## src/dac_ctl_defines.svh

```systemverilog
`ifndef DAC_CTL_DEFINES_SVH
`define DAC_CTL_DEFINES_SVH

// Code width and full-scale divisor of each converter
`define CODE_W          12
`define CODE_FULL_SCALE 4096
// Host data bus width
`define HOST_DATA_W     16
// Channel select values on the host address bit
`define SEL_FIRST       1'b0
`define SEL_SECOND      1'b1
// Reset values
`define CODE_RESET      12'h000
`define MODE_RESET      1'b1

`endif

```

## src/dac_ctl_pkg.sv

```systemverilog
package dac_ctl_pkg;
    `include "dac_ctl_defines.svh"

    // Output update mode
    typedef enum logic [0:0]
    {
        MODE_TRANSPARENT = 1'b0,
        MODE_DOUBLE_BUF  = 1'b1
    } update_mode_e;

    typedef logic [`CODE_W-1:0] code_t;
endpackage

```

## src/code_bus_if.sv

```systemverilog
`timescale 1ns/1ps
// Carries a decoded channel write into the code store
interface code_bus_if;
    import dac_ctl_pkg::*;
    logic  wr_first;
    logic  wr_second;
    logic  double_buf;
    code_t wr_code;
    code_t out_first;
    code_t out_second;
    logic  updated;

    modport ctl   (output wr_first, output wr_second, output double_buf, output wr_code,
                   input out_first, input out_second, input updated);
    modport store (input wr_first, input wr_second, input double_buf, input wr_code,
                   output out_first, output out_second, output updated);
endinterface

```

## src/dual_dac_update_control.sv

```systemverilog
`timescale 1ns/1ps
`include "dac_ctl_defines.svh"
// Functional notes
// - Two output channels, each with own data register
// - Twelve-bit code, output scales code over 4096
// - Whole code taken from one 16-bit write
// - Transparent mode updates written channel only, immediately
// - Double-buffered: both outputs update on channel-2 write
// - Double-buffered outputs hold their last codes (0 V after reset) until update
// - Double-buffered after reset; software may switch
module dual_dac_update_control
    import dac_ctl_pkg::*;
(
    // Clock and reset
    input  wire logic                    i_ref_clk,
    input  wire logic                    i_rst,
    // Host write port (same clock domain)
    input  wire logic                    i_wr,
    input  wire logic                    i_sel,
    input  wire logic [`HOST_DATA_W-1:0] i_data,
    // Mode control
    input  wire logic                    i_mode_wr,
    input  wire logic                    i_mode_double_buf,
    // Converter side
    output logic      [`CODE_W-1:0]      o_analog_out_first,
    output logic      [`CODE_W-1:0]      o_analog_out_second,
    output logic                         o_update,
    // Status
    output logic                         o_double_buf
);
    update_mode_e mode;
    update_mode_e next_mode;
    code_t        out_first;
    code_t        out_second;
    code_t        next_out_first;
    code_t        next_out_second;
    logic         upd;
    logic         next_upd;

    code_bus_if bus ();

    // Mode register: double-buffered out of reset, host may change any time
    always_comb
    begin
        next_mode = mode;
        if (i_mode_wr)
        begin
            next_mode = i_mode_double_buf ? MODE_DOUBLE_BUF : MODE_TRANSPARENT;
        end
    end

    always_ff @(posedge i_ref_clk or posedge i_rst)
    begin
        if (i_rst)
        begin
            mode <= MODE_DOUBLE_BUF;
        end
        else
        begin
            mode <= next_mode;
        end
    end

    // Decode the write into a per-channel strobe; upper data bits are ignored
    assign bus.wr_first   = i_wr && (i_sel == `SEL_FIRST);
    assign bus.wr_second  = i_wr && (i_sel == `SEL_SECOND);
    assign bus.wr_code    = i_data[`CODE_W-1:0];
    assign bus.double_buf = (mode == MODE_DOUBLE_BUF);

    code_store u_store
    (
        .i_ref_clk (i_ref_clk),
        .i_rst     (i_rst),
        .bus       (bus.store)
    );

    // Output retiming so every port comes from a flip-flop
    always_comb
    begin
        next_out_first  = bus.out_first;
        next_out_second = bus.out_second;
        next_upd        = bus.updated;
    end

    always_ff @(posedge i_ref_clk or posedge i_rst)
    begin
        if (i_rst)
        begin
            out_first  <= `CODE_RESET;
            out_second <= `CODE_RESET;
            upd        <= 1'b0;
        end
        else
        begin
            out_first  <= next_out_first;
            out_second <= next_out_second;
            upd        <= next_upd;
        end
    end

    assign o_analog_out_first  = out_first;
    assign o_analog_out_second = out_second;
    assign o_update            = upd;
    assign o_double_buf        = (mode == MODE_DOUBLE_BUF);
endmodule

```

## src/code_store.sv

```systemverilog
`timescale 1ns/1ps
`include "dac_ctl_defines.svh"
// Two-stage code holding: first stage per channel, second stage drives converters
module code_store
    import dac_ctl_pkg::*;
(
    // Clock and reset
    input  wire logic i_ref_clk,
    input  wire logic i_rst,
    // Write and output bundle
    code_bus_if.store bus
);
    code_t hold [2];
    code_t live [2];
    logic  upd;
    code_t next_hold [2];
    code_t next_live [2];
    logic  next_upd;
    logic  wr [2];

    assign wr[0] = bus.wr_first;
    assign wr[1] = bus.wr_second;

    // Per-channel next values; same loop serves both converters
    always_comb
    begin
        next_upd = 1'b0;
        for (int ch = 0; ch < 2; ch++)
        begin
            next_hold[ch] = hold[ch];
            next_live[ch] = live[ch];
            if (wr[ch])
            begin
                next_hold[ch] = bus.wr_code;                    // whole code in one access
                if (!bus.double_buf)
                begin
                    next_live[ch] = bus.wr_code;                // only this channel moves
                end
            end
        end
        if (bus.double_buf && bus.wr_second)
        begin
            // Channel 1 code was staged earlier; both move in one edge
            next_live[0] = bus.wr_first ? bus.wr_code : hold[0];
            next_live[1] = bus.wr_code;
            next_upd     = 1'b1;
        end
    end

    // Converter codes clear at reset so both outputs sit at 0 V
    always_ff @(posedge i_ref_clk or posedge i_rst)
    begin
        if (i_rst)
        begin
            hold[0] <= `CODE_RESET;
            hold[1] <= `CODE_RESET;
            live[0] <= `CODE_RESET;
            live[1] <= `CODE_RESET;
            upd     <= 1'b0;
        end
        else
        begin
            hold <= next_hold;
            live <= next_live;
            upd  <= next_upd;
        end
    end

    assign bus.out_first  = live[0];
    assign bus.out_second = live[1];
    assign bus.updated    = upd;
endmodule

```

## config.mk

```make
export PLATFORM = sky130hd
export DESIGN_NAME = dual_dac_update_control
export DESIGN_NICKNAME = d
export VERILOG_FILES = /design/src/dac_ctl_pkg.sv /design/src/code_bus_if.sv /design/src/dual_dac_update_control.sv /design/src/code_store.sv
export VERILOG_INCLUDE_DIRS = /design/src
export SDC_FILE = /design/constraint.sdc
export NUM_CORES = 1
export LEC_CHECK = 0
export ABC_AREA = 1
export BUFFER_PORTS_ARGS = -buffer_cell sky130_fd_sc_hd__buf_4
export CORE_ASPECT_RATIO = 1.25
export CORE_MARGIN = 5
export CORE_UTILIZATION = 50
export CTS_CLUSTER_SIZE = 8
export DETAILED_ROUTE_END_ITERATION = 16
export GPL_TIMING_DRIVEN = 0
export PLACE_DENSITY = 0.84
export SLEW_MARGIN = 10
export SYNTH_ARGS = -nofsm -noshare
export SYNTH_HDL_FRONTEND = slang
export SYNTH_SLANG_ARGS = --single-unit
```

## constraint.sdc

```tcl
create_clock -name i_ref_clk -period 3.5 [get_ports i_ref_clk]
set_clock_uncertainty 0.05 [all_clocks]
set_input_delay 0.175 -clock i_ref_clk [delete_from_list [all_inputs] [get_ports i_ref_clk]]
set_output_delay 0.175 -clock i_ref_clk [all_outputs]
set_load 0.05 [all_outputs]
```

## Word level (Yosys, flattened, before mapping)

Cells that the tools add are included.

| word-level totals | value |
|---|---|
| bits in registers | 63 |
| word-level logic and storage cells | 24 |
| bits of input ports | 22 |

| operators by class | value |
|---|---|
| reduce and logical (&&, ||, !) cells | 7 |
| muxes and demuxes | 7 |
| equal/unequal tests | 1 |
| bitwise operators | 1 |

Operator list:

| kind | number |
|---|---|
| $mux 12 | 4 |
| $mux 24 | 1 |
| $reduce_and 2->1 | 2 |
| $reduce_bool 2->1 | 2 |
| $logic_and 1x1->1 | 3 |
| $mux 1 | 2 |
| $ne 2x1->1 const B | 1 |
| $not 1->1 | 1 |

## Longest topological paths before layout

Gate-level depths: netlist of the first run.

| depth | value |
|---|---|
| depth in word-level cells | 4 |
| gate-level depth with buffers | 6 |

## Hierarchy

From an unflattened synthesis of the first run, not the netlist that was laid out.

| second synthesis, totals | value |
|---|---|
| cell total of the unflattened synthesis | 206 |
| area, all modules | 2172.1 µm² |

By module, submodules not included:

| module | instances | area an instance (µm²) | cells an instance |
|---|---|---|---|
| code_store | 1 | 1483.9 | 171 |
| dual_dac_update_control | 1 | 688.2 | 35 |

## Worst setup path before layout of the first run

OpenSTA, ideal clock, no wires.

| timing | value |
|---|---|
| kind | reg-to-reg |
| start point | register mode, in the netlist o_double_buf |
| end point | register u_store.live (netlist bit u_store.bus.out_first[11]) |
| stages on the path, launching flop included | 6 |
| path slack | 2.169 ns |
| path buffers | 1 |
| required time | 3.382 ns |
| setup time | 0.068 ns |
| data arrival time | 1.213 ns |
| cell sequence | dfstp_2 -> inv_2 -> nor2_8 -> buf_6 -> nand3_1 -> nand3_1 |

| on the way | value |
|---|---|
| longest elaborated chain between the ends | 3 |

RTL lines:

| what | RTL line | text |
|---|---|---|
| start, declared | dual_dac_update_control.sv:31 | `update_mode_e mode;` |
| start signal, assigned | dual_dac_update_control.sv:60 | `mode <= next_mode;` |
| $logic_and 1x1->1 | code_store.sv:41 | `if (bus.double_buf && bus.wr_second)` |
| $ne 2x1->1 (no line) or $reduce_bool 2->1 (tied branches) | n/a |  |
| $reduce_and 2->1 (no line) | n/a |  |
| end signal, assigned | code_store.sv:64 | `live <= next_live;` |
| end, declared | code_store.sv:14 | `code_t live [2];` |

Several ways; a longest one is shown, not always the timed one.
A chain may end at the register's enable or synchronous reset.

==> results of run 1 <==
==> flip-flops by register name, indices dropped and copies added (netlist names) <==
signal and cells:
o_double_buf 1, u_store.bus.updated 1, u_store.bus.out_second 12, o_analog_out_second 12, o_update 1, u_store.bus.out_first 12, o_analog_out_first 12, u_store.hold 12
==> timing repair <==
action,in CTS,in global routing
endpoints found under the hold margin,21,0
resized for setup,0,0
endpoints found under the setup margin,0,0
hold buffers,3,0
==> kinds of logic (layout without fill, tap and decap cells) <==
| kind of cell | after synthesis | after routing | synth area share [%] |
|---|---|---|---|
| buf+inv | 39 | 101 | 8.21 |
| simple gates | 102 | 102 | 22.3 |
| compound gates | 13 | 13 | 2.75 |
| flops | 63 | 63 | 66.8 |
==> critical path, delay by kind of cell, from the launching register on <==
family | cells | cell delay, ps
buf+inv | 3 | 870
compound gates | 1 | 160
flops | 1 | 550
==> power by group through the flow <==
stage / clock [W] / combinational [W] / sequential (W)
2_1_floorplan: 0 / 0.000119 / 0.00107
3_3_place_gp: 0 / 0.000422 / 0.000898
3_5_place_dp: 0 / 0.000432 / 0.000903
4_1_cts: 0.000609 / 0.000436 / 0.000890
5_1_grt: 0.000634 / 0.000463 / 0.000905
6_report: 0.000595 / 0.000433 / 0.000888
==> Yosys cell counts <==
| cell | count |
|---|---|
| dfrtp_1 | 62 |
| buf_4 | 1 |
| dfstp_2 | 1 |
| buf_6 | 5 |
| nand3_1 | 61 |
| inv_1 | 25 |
| nand3_2 | 1 |
| nor2_8 | 1 |
| o21ai_0 | 13 |
| nand2_1 | 25 |
| clkbuf_2 | 1 |
| and2_1 | 12 |
| inv_2 | 3 |
| buf_2 | 4 |
| nand2_4 | 2 |
==> layout make-up <==
type	count	area, um^2	area share, %
buffer	11	88.8	2.97
timing repair buffer	46	365	12.2
sequential	63	1580	52.7
multi-input combinational	115	592	19.8
tap	60	75.1	2.51
inverter	28	105	3.51
clock buffer	12	145	4.85
clock inverter	4	45.0	1.50
==> cells in the final DEF (no fill, tap or decap), types with 3 or more instances in the layout <==
master / Yosys / final
clkbuf_8: 0 / 10
dfrtp_1: 62 / 62
nand3_1: 61 / 61
buf_4: 1 / 43
nand2_1: 25 / 25
and2_1: 12 / 12
inv_1: 25 / 24
buf_2: 4 / 4
buf_6: 5 / 5
clkinv_2: 0 / 3
dlygate4sd3_1: 0 / 3
o21ai_0: 13 / 13
inv_2: 3 / 4
==> final timing paths <==
check,startpoint,endpoint,slack (ps),cells past startpoint
setup reg to reg,o_double_buf,o_double_buf,1810,4
hold / removal,i_data[10],u_store.bus.out_first[10],50,3
min in group asynchronous,i_rst,o_analog_out_first[1],380,3
hold reg to reg,u_store.bus.updated,o_update,300,0
max in group asynchronous,i_rst,u_store.hold[14],2470,4
setup / recovery,o_double_buf,o_double_buf,1810,4
==> layer usage <==
layer / vias up / wire (um) / track usage, %
li1: 811 / - / -
met2: 63 / 2230 / 26.5
met4: 0 / 120 / 8.72
met1: 793 / 1930 / 21.7
met3: 11 / 348 / 5.43
met5: - / 0 / 0
==> per-stage QoR <==
step | hold slack [ps] | setup WS (ps) | utilization [%] | power (W)
after floorplan | 201 | 1710 | - | 0.00119
after global placement | 282 | 1080 | 59.1 | 0.00132
after detailed placement | 173 | 2250 | 59.5 | 0.00133
after CTS | 41.7 | 1840 | 64.3 | 0.00193
after global routing | 66.6 | 1750 | 64.3 | 0.00200
final | 54.6 | 1810 | 64.3 | 0.00192
==> impl_metrics.env, run 1 <==
export IMPL_drt_initial_drc_count=104
export IMPL_clock_latency_ps=330
export IMPL_num_rows=28
export IMPL_min_period_ps=1690
export IMPL_p_seq_share_pct=46.4
export IMPL_wl_per_cell_um=13.7
export IMPL_gp_congestion=0.893
export IMPL_fp_dieH_um=86.9
export IMPL_vdd_drop_max_v=0.000465
export IMPL_fill_cells=388
export IMPL_area_delta_synth_final_pct=26.7
export IMPL_synth_seq_cells=63
export IMPL_worst_pin_slew_ps=464
export IMPL_ant_nets=0
export IMPL_slew_headroom_pct=69.0
export IMPL_leakage_nw=1.55
export IMPL_p_comb_share_pct=22.6
export IMPL_grt_use_total_pct=17.1
export IMPL_cap_violations=0
export IMPL_grt_max_degree=43
export IMPL_switchingPower_w=0.000591
export IMPL_ctsLongestPathBuffers=2
export IMPL_slew_violations=0
export IMPL_crit_arrival_ps=1910
export IMPL_port_buffers=42
export IMPL_die_x_um=71.5
export IMPL_cts_tree="done"
export IMPL_crit_type="reg -> reg"
export IMPL_final_net_count=296
export IMPL_design_area_um2=2990
export IMPL_die_area_um2=6210
export IMPL_p_int_w=0.00132
export IMPL_ys_types=15
export IMPL_slowest_stage="dlygate4sd3_1"
export IMPL_finalNonFillerCells=339
export IMPL_drt_total_wl_um=4630
export IMPL_switching_share_pct=30.9
export IMPL_htree_num_levels=3
export IMPL_syn_num_nets=239
export IMPL_pwr_share_clk_pct=31.1
export IMPL_rsz0062_at_grt="no"
export IMPL_synthCells=217
export IMPL_place_area_um2=2770
export IMPL_cts_setup_buffers=0
export IMPL_antenna_found_initial=0
export IMPL_fin_setup_tns_ps=0
export IMPL_max_stage_delay_ps=570
export IMPL_insertedDiodeCount=0
export IMPL_drc=0
export IMPL_root_buffer="clkbuf_8"
export IMPL_ioPinCount=48
export IMPL_firstDrtPassIters=5
export IMPL_ys_warn_count=0
export IMPL_hp_class="in -> reg"
export IMPL_cp_max_fo=10
export IMPL_grt_pass1_wl_um=8050
export IMPL_power_density_nw_per_um2=640
export IMPL_status="completed"
export IMPL_synth_top_cell_by_area="dfrtp_1"
export IMPL_fin_crit_sh_pct=48.4
export IMPL_clkSlewWorstSetupHoldPaths_ps=60
export IMPL_core_um2=4660
export IMPL_first_global_vias=1754
export IMPL_finalSetupViolations=0
export IMPL_fmax_mhz=591
export IMPL_setup_worst_path_end_class="flip-flop"
export IMPL_dpl_cell_count=320
export IMPL_synth_area_leaders="dfrtp_1, nand3_1, inv_1"
export IMPL_numCtsBuffers=9
export IMPL_yosysTopAreaCellShare_pct=65.6
export IMPL_syn_cell_area_um2=2360
export IMPL_worstPathCellList="inv_2, buf_2, o21ai_0, dlygate4sd3_1"
export IMPL_critPathLaunchType="flip-flop"
export IMPL_start_util_pct=50.7
export IMPL_avgSynthCellArea_um2=10.9
export IMPL_hpwl_um=3320
export IMPL_via_count=1678
export IMPL_required_ps=3720
export IMPL_cts_sinks=63
export IMPL_hold_violations=0
export IMPL_gr_total_overflow=0
export IMPL_drive_above_1_share_pct=27.6
export IMPL_via_per_inst=4.95
export IMPL_synth_seq_area_share_pct=66.8
Note: power is estimated with default switching activity, not from simulation.
==> inputs of run 2 (changes only) <==
--- a/config.mk
+++ b/config.mk
@@ -10,7 +10,7 @@
 export BUFFER_PORTS_ARGS = -buffer_cell sky130_fd_sc_hd__buf_4
 export CORE_ASPECT_RATIO = 1.25
 export CORE_MARGIN = 5
-export CORE_UTILIZATION = 50
+export CORE_UTILIZATION = 48
 export CTS_CLUSTER_SIZE = 8
 export DETAILED_ROUTE_END_ITERATION = 16
 export GPL_TIMING_DRIVEN = 0
==> constraint.sdc (replaced) <==
create_clock -name i_ref_clk -period 1.55 [get_ports i_ref_clk]
set_clock_uncertainty 0.05 [all_clocks]
set_input_delay 0.0775 -clock i_ref_clk [delete_from_list [all_inputs] [get_ports i_ref_clk]]
set_output_delay 0.0775 -clock i_ref_clk [all_outputs]
set_load 0.05 [all_outputs]
==> run 2 against run 1 <==
- non-clock buffer count rose by 12
- final cell count increased by 3.5%
- first-iteration DRC count is 52% higher
==> impl_metrics.env, run 2 (same netlist as run 1, synthesis figures left out) <==
export IMPL_status="completed"
export IMPL_slew_violations=0
export IMPL_wl_per_cell_um=13.9
export IMPL_max_stage_delay_ps=560
export IMPL_path_buf_inv=1
export IMPL_die_x_um=72.8
export IMPL_vdd_drop_max_v=0.000640
export IMPL_gp_congestion=0.882
export IMPL_r2r_worst_path_cells=4
export IMPL_final_common_cell="dfrtp_1"
export IMPL_cts_tree="done"
export IMPL_insertedDiodeCount=0
export IMPL_critical_path_depth=4
export IMPL_htree_num_levels=3
export IMPL_crit_arrival_ps=1440
export IMPL_drc=0
export IMPL_finalNonFillerCells=351
export IMPL_ctsLongestPathBuffers=2
export IMPL_area_delta_synth_final_pct=34.2
export IMPL_antenna_found_initial=0
export IMPL_finalSetupViolations=0
export IMPL_worst_slack_ps=283
export IMPL_dpl_cell_count=320
export IMPL_cap_violations=0
export IMPL_power_density_nw_per_um2=1490
export IMPL_layout_common_cells="dfrtp_1, nand3_1, buf_4"
export IMPL_clkSlewWorstSetupHoldPaths_ps=70
export IMPL_via_count=1778
export IMPL_gr_total_overflow=0
export IMPL_final_net_count=308
export IMPL_timing_critical_path_mode_cell="nand3_1"
export IMPL_fp_dieH_um=88.5
export IMPL_drive_above_1_share_pct=27.1
export IMPL_worst_pin_slew_ps=510
export IMPL_drt_initial_drc_count=158
export IMPL_die_area_um2=6440
export IMPL_numCtsBuffers=9
export IMPL_cts_sinks=63
export IMPL_root_buffer="clkbuf_8"
export IMPL_via_per_inst=5.07
export IMPL_required_ps=1720
export IMPL_rsz0062_at_grt="no"
export IMPL_cpLargestDelayFamily="flip-flops"
export IMPL_slew_headroom_pct=65.9
export IMPL_pre_cts_ws_ps=308
export IMPL_holdBufCountCts=15
export IMPL_ctsResizeCount=0
export IMPL_hp_class="in -> reg"
export IMPL_fill_cells=371
export IMPL_crit_type="reg -> reg"
export IMPL_cts_setup_buffers=0
export IMPL_drt_total_wl_um=4870
export IMPL_firstDrtPassIters=4
export IMPL_critPathLaunchType="flip-flop"
export IMPL_worstPathCellList="nand3_1, buf_2, nand3_1, nand3_1"
export IMPL_slowest_stage="dfstp_2"
export IMPL_grt_use_total_pct=17.7
export IMPL_fmax_mhz=790
export IMPL_leakage_nw=1.61
export IMPL_num_rows=28
export IMPL_hpwl_um=3320
export IMPL_setup_worst_path_end_class="flip-flop"
export IMPL_fin_setup_tns_ps=0
export IMPL_min_period_ps=1270
export IMPL_ioPinCount=48
export IMPL_holdPathStages=3
export IMPL_grt_max_degree=42
export IMPL_core_um2=4760
export IMPL_clock_latency_ps=340
export IMPL_ant_nets=0
export IMPL_grt_pass1_wl_um=8470
export IMPL_hold_violations=0
export IMPL_cp_max_fo=10
export IMPL_start_util_pct=49.6
export IMPL_fin_crit_sh_pct=81.7
export IMPL_port_buffers=42
export IMPL_first_global_vias=1871
[run 2: final cells by class]
cell class	count	area, um^2	share of cell area, %
repair buffers	58	485	15.3
inverters	28	109	3.43
clock inverters	7	120	3.79
clock buffers	9	124	3.91
multi-input cells	115	592	18.7
well taps	60	75.1	2.37
plain buffers	11	88.8	2.80
flip-flops and latches	63	1580	49.7
[run 2: per-stage QoR]
stage,utilization (%),cell area (um^2),power (W),hold slack (ps)
floorplan,-,2370,0.00269,104
global placement,57.9,2760,0.00298,196
detailed placement,58.3,2780,0.00301,91.8
CTS,66.6,3170,0.00475,39.0
global route,66.6,3170,0.00492,45.9
finish,66.6,3170,0.00471,48.7
[run 2: tightest hold or removal path, stage by stage]
cell and delay, ps:
buf_6 120, nand3_1 90, and2_1 120
[run 2: power by group]
part           switching (W)  leakage, nW  total [W]  internal [W]
combinational       0.000676        0.734    0.00100      0.000326
clock               0.000635        0.120    0.00171       0.00107
sequential          0.000101        0.757    0.00200       0.00190
[run 2: worst paths after layout]
check | end | start | slack [ps]
min | u_store.hold[23] | i_wr | 50
min in group asynchronous | u_store.hold[12] | i_rst | 280
max in group asynchronous | o_analog_out_second[5] | i_rst | 620
max | u_store.bus.out_first[1] | o_double_buf | 280
max reg2reg | u_store.bus.out_first[1] | o_double_buf | 280
min reg2reg | o_update | u_store.bus.updated | 300
[run 2: layer usage]
layer  track usage (%)  wire (um)
met5                 0          0
met4              10.6        123
met1              21.7       1840
met2              28.0       2520
met3              4.89        388
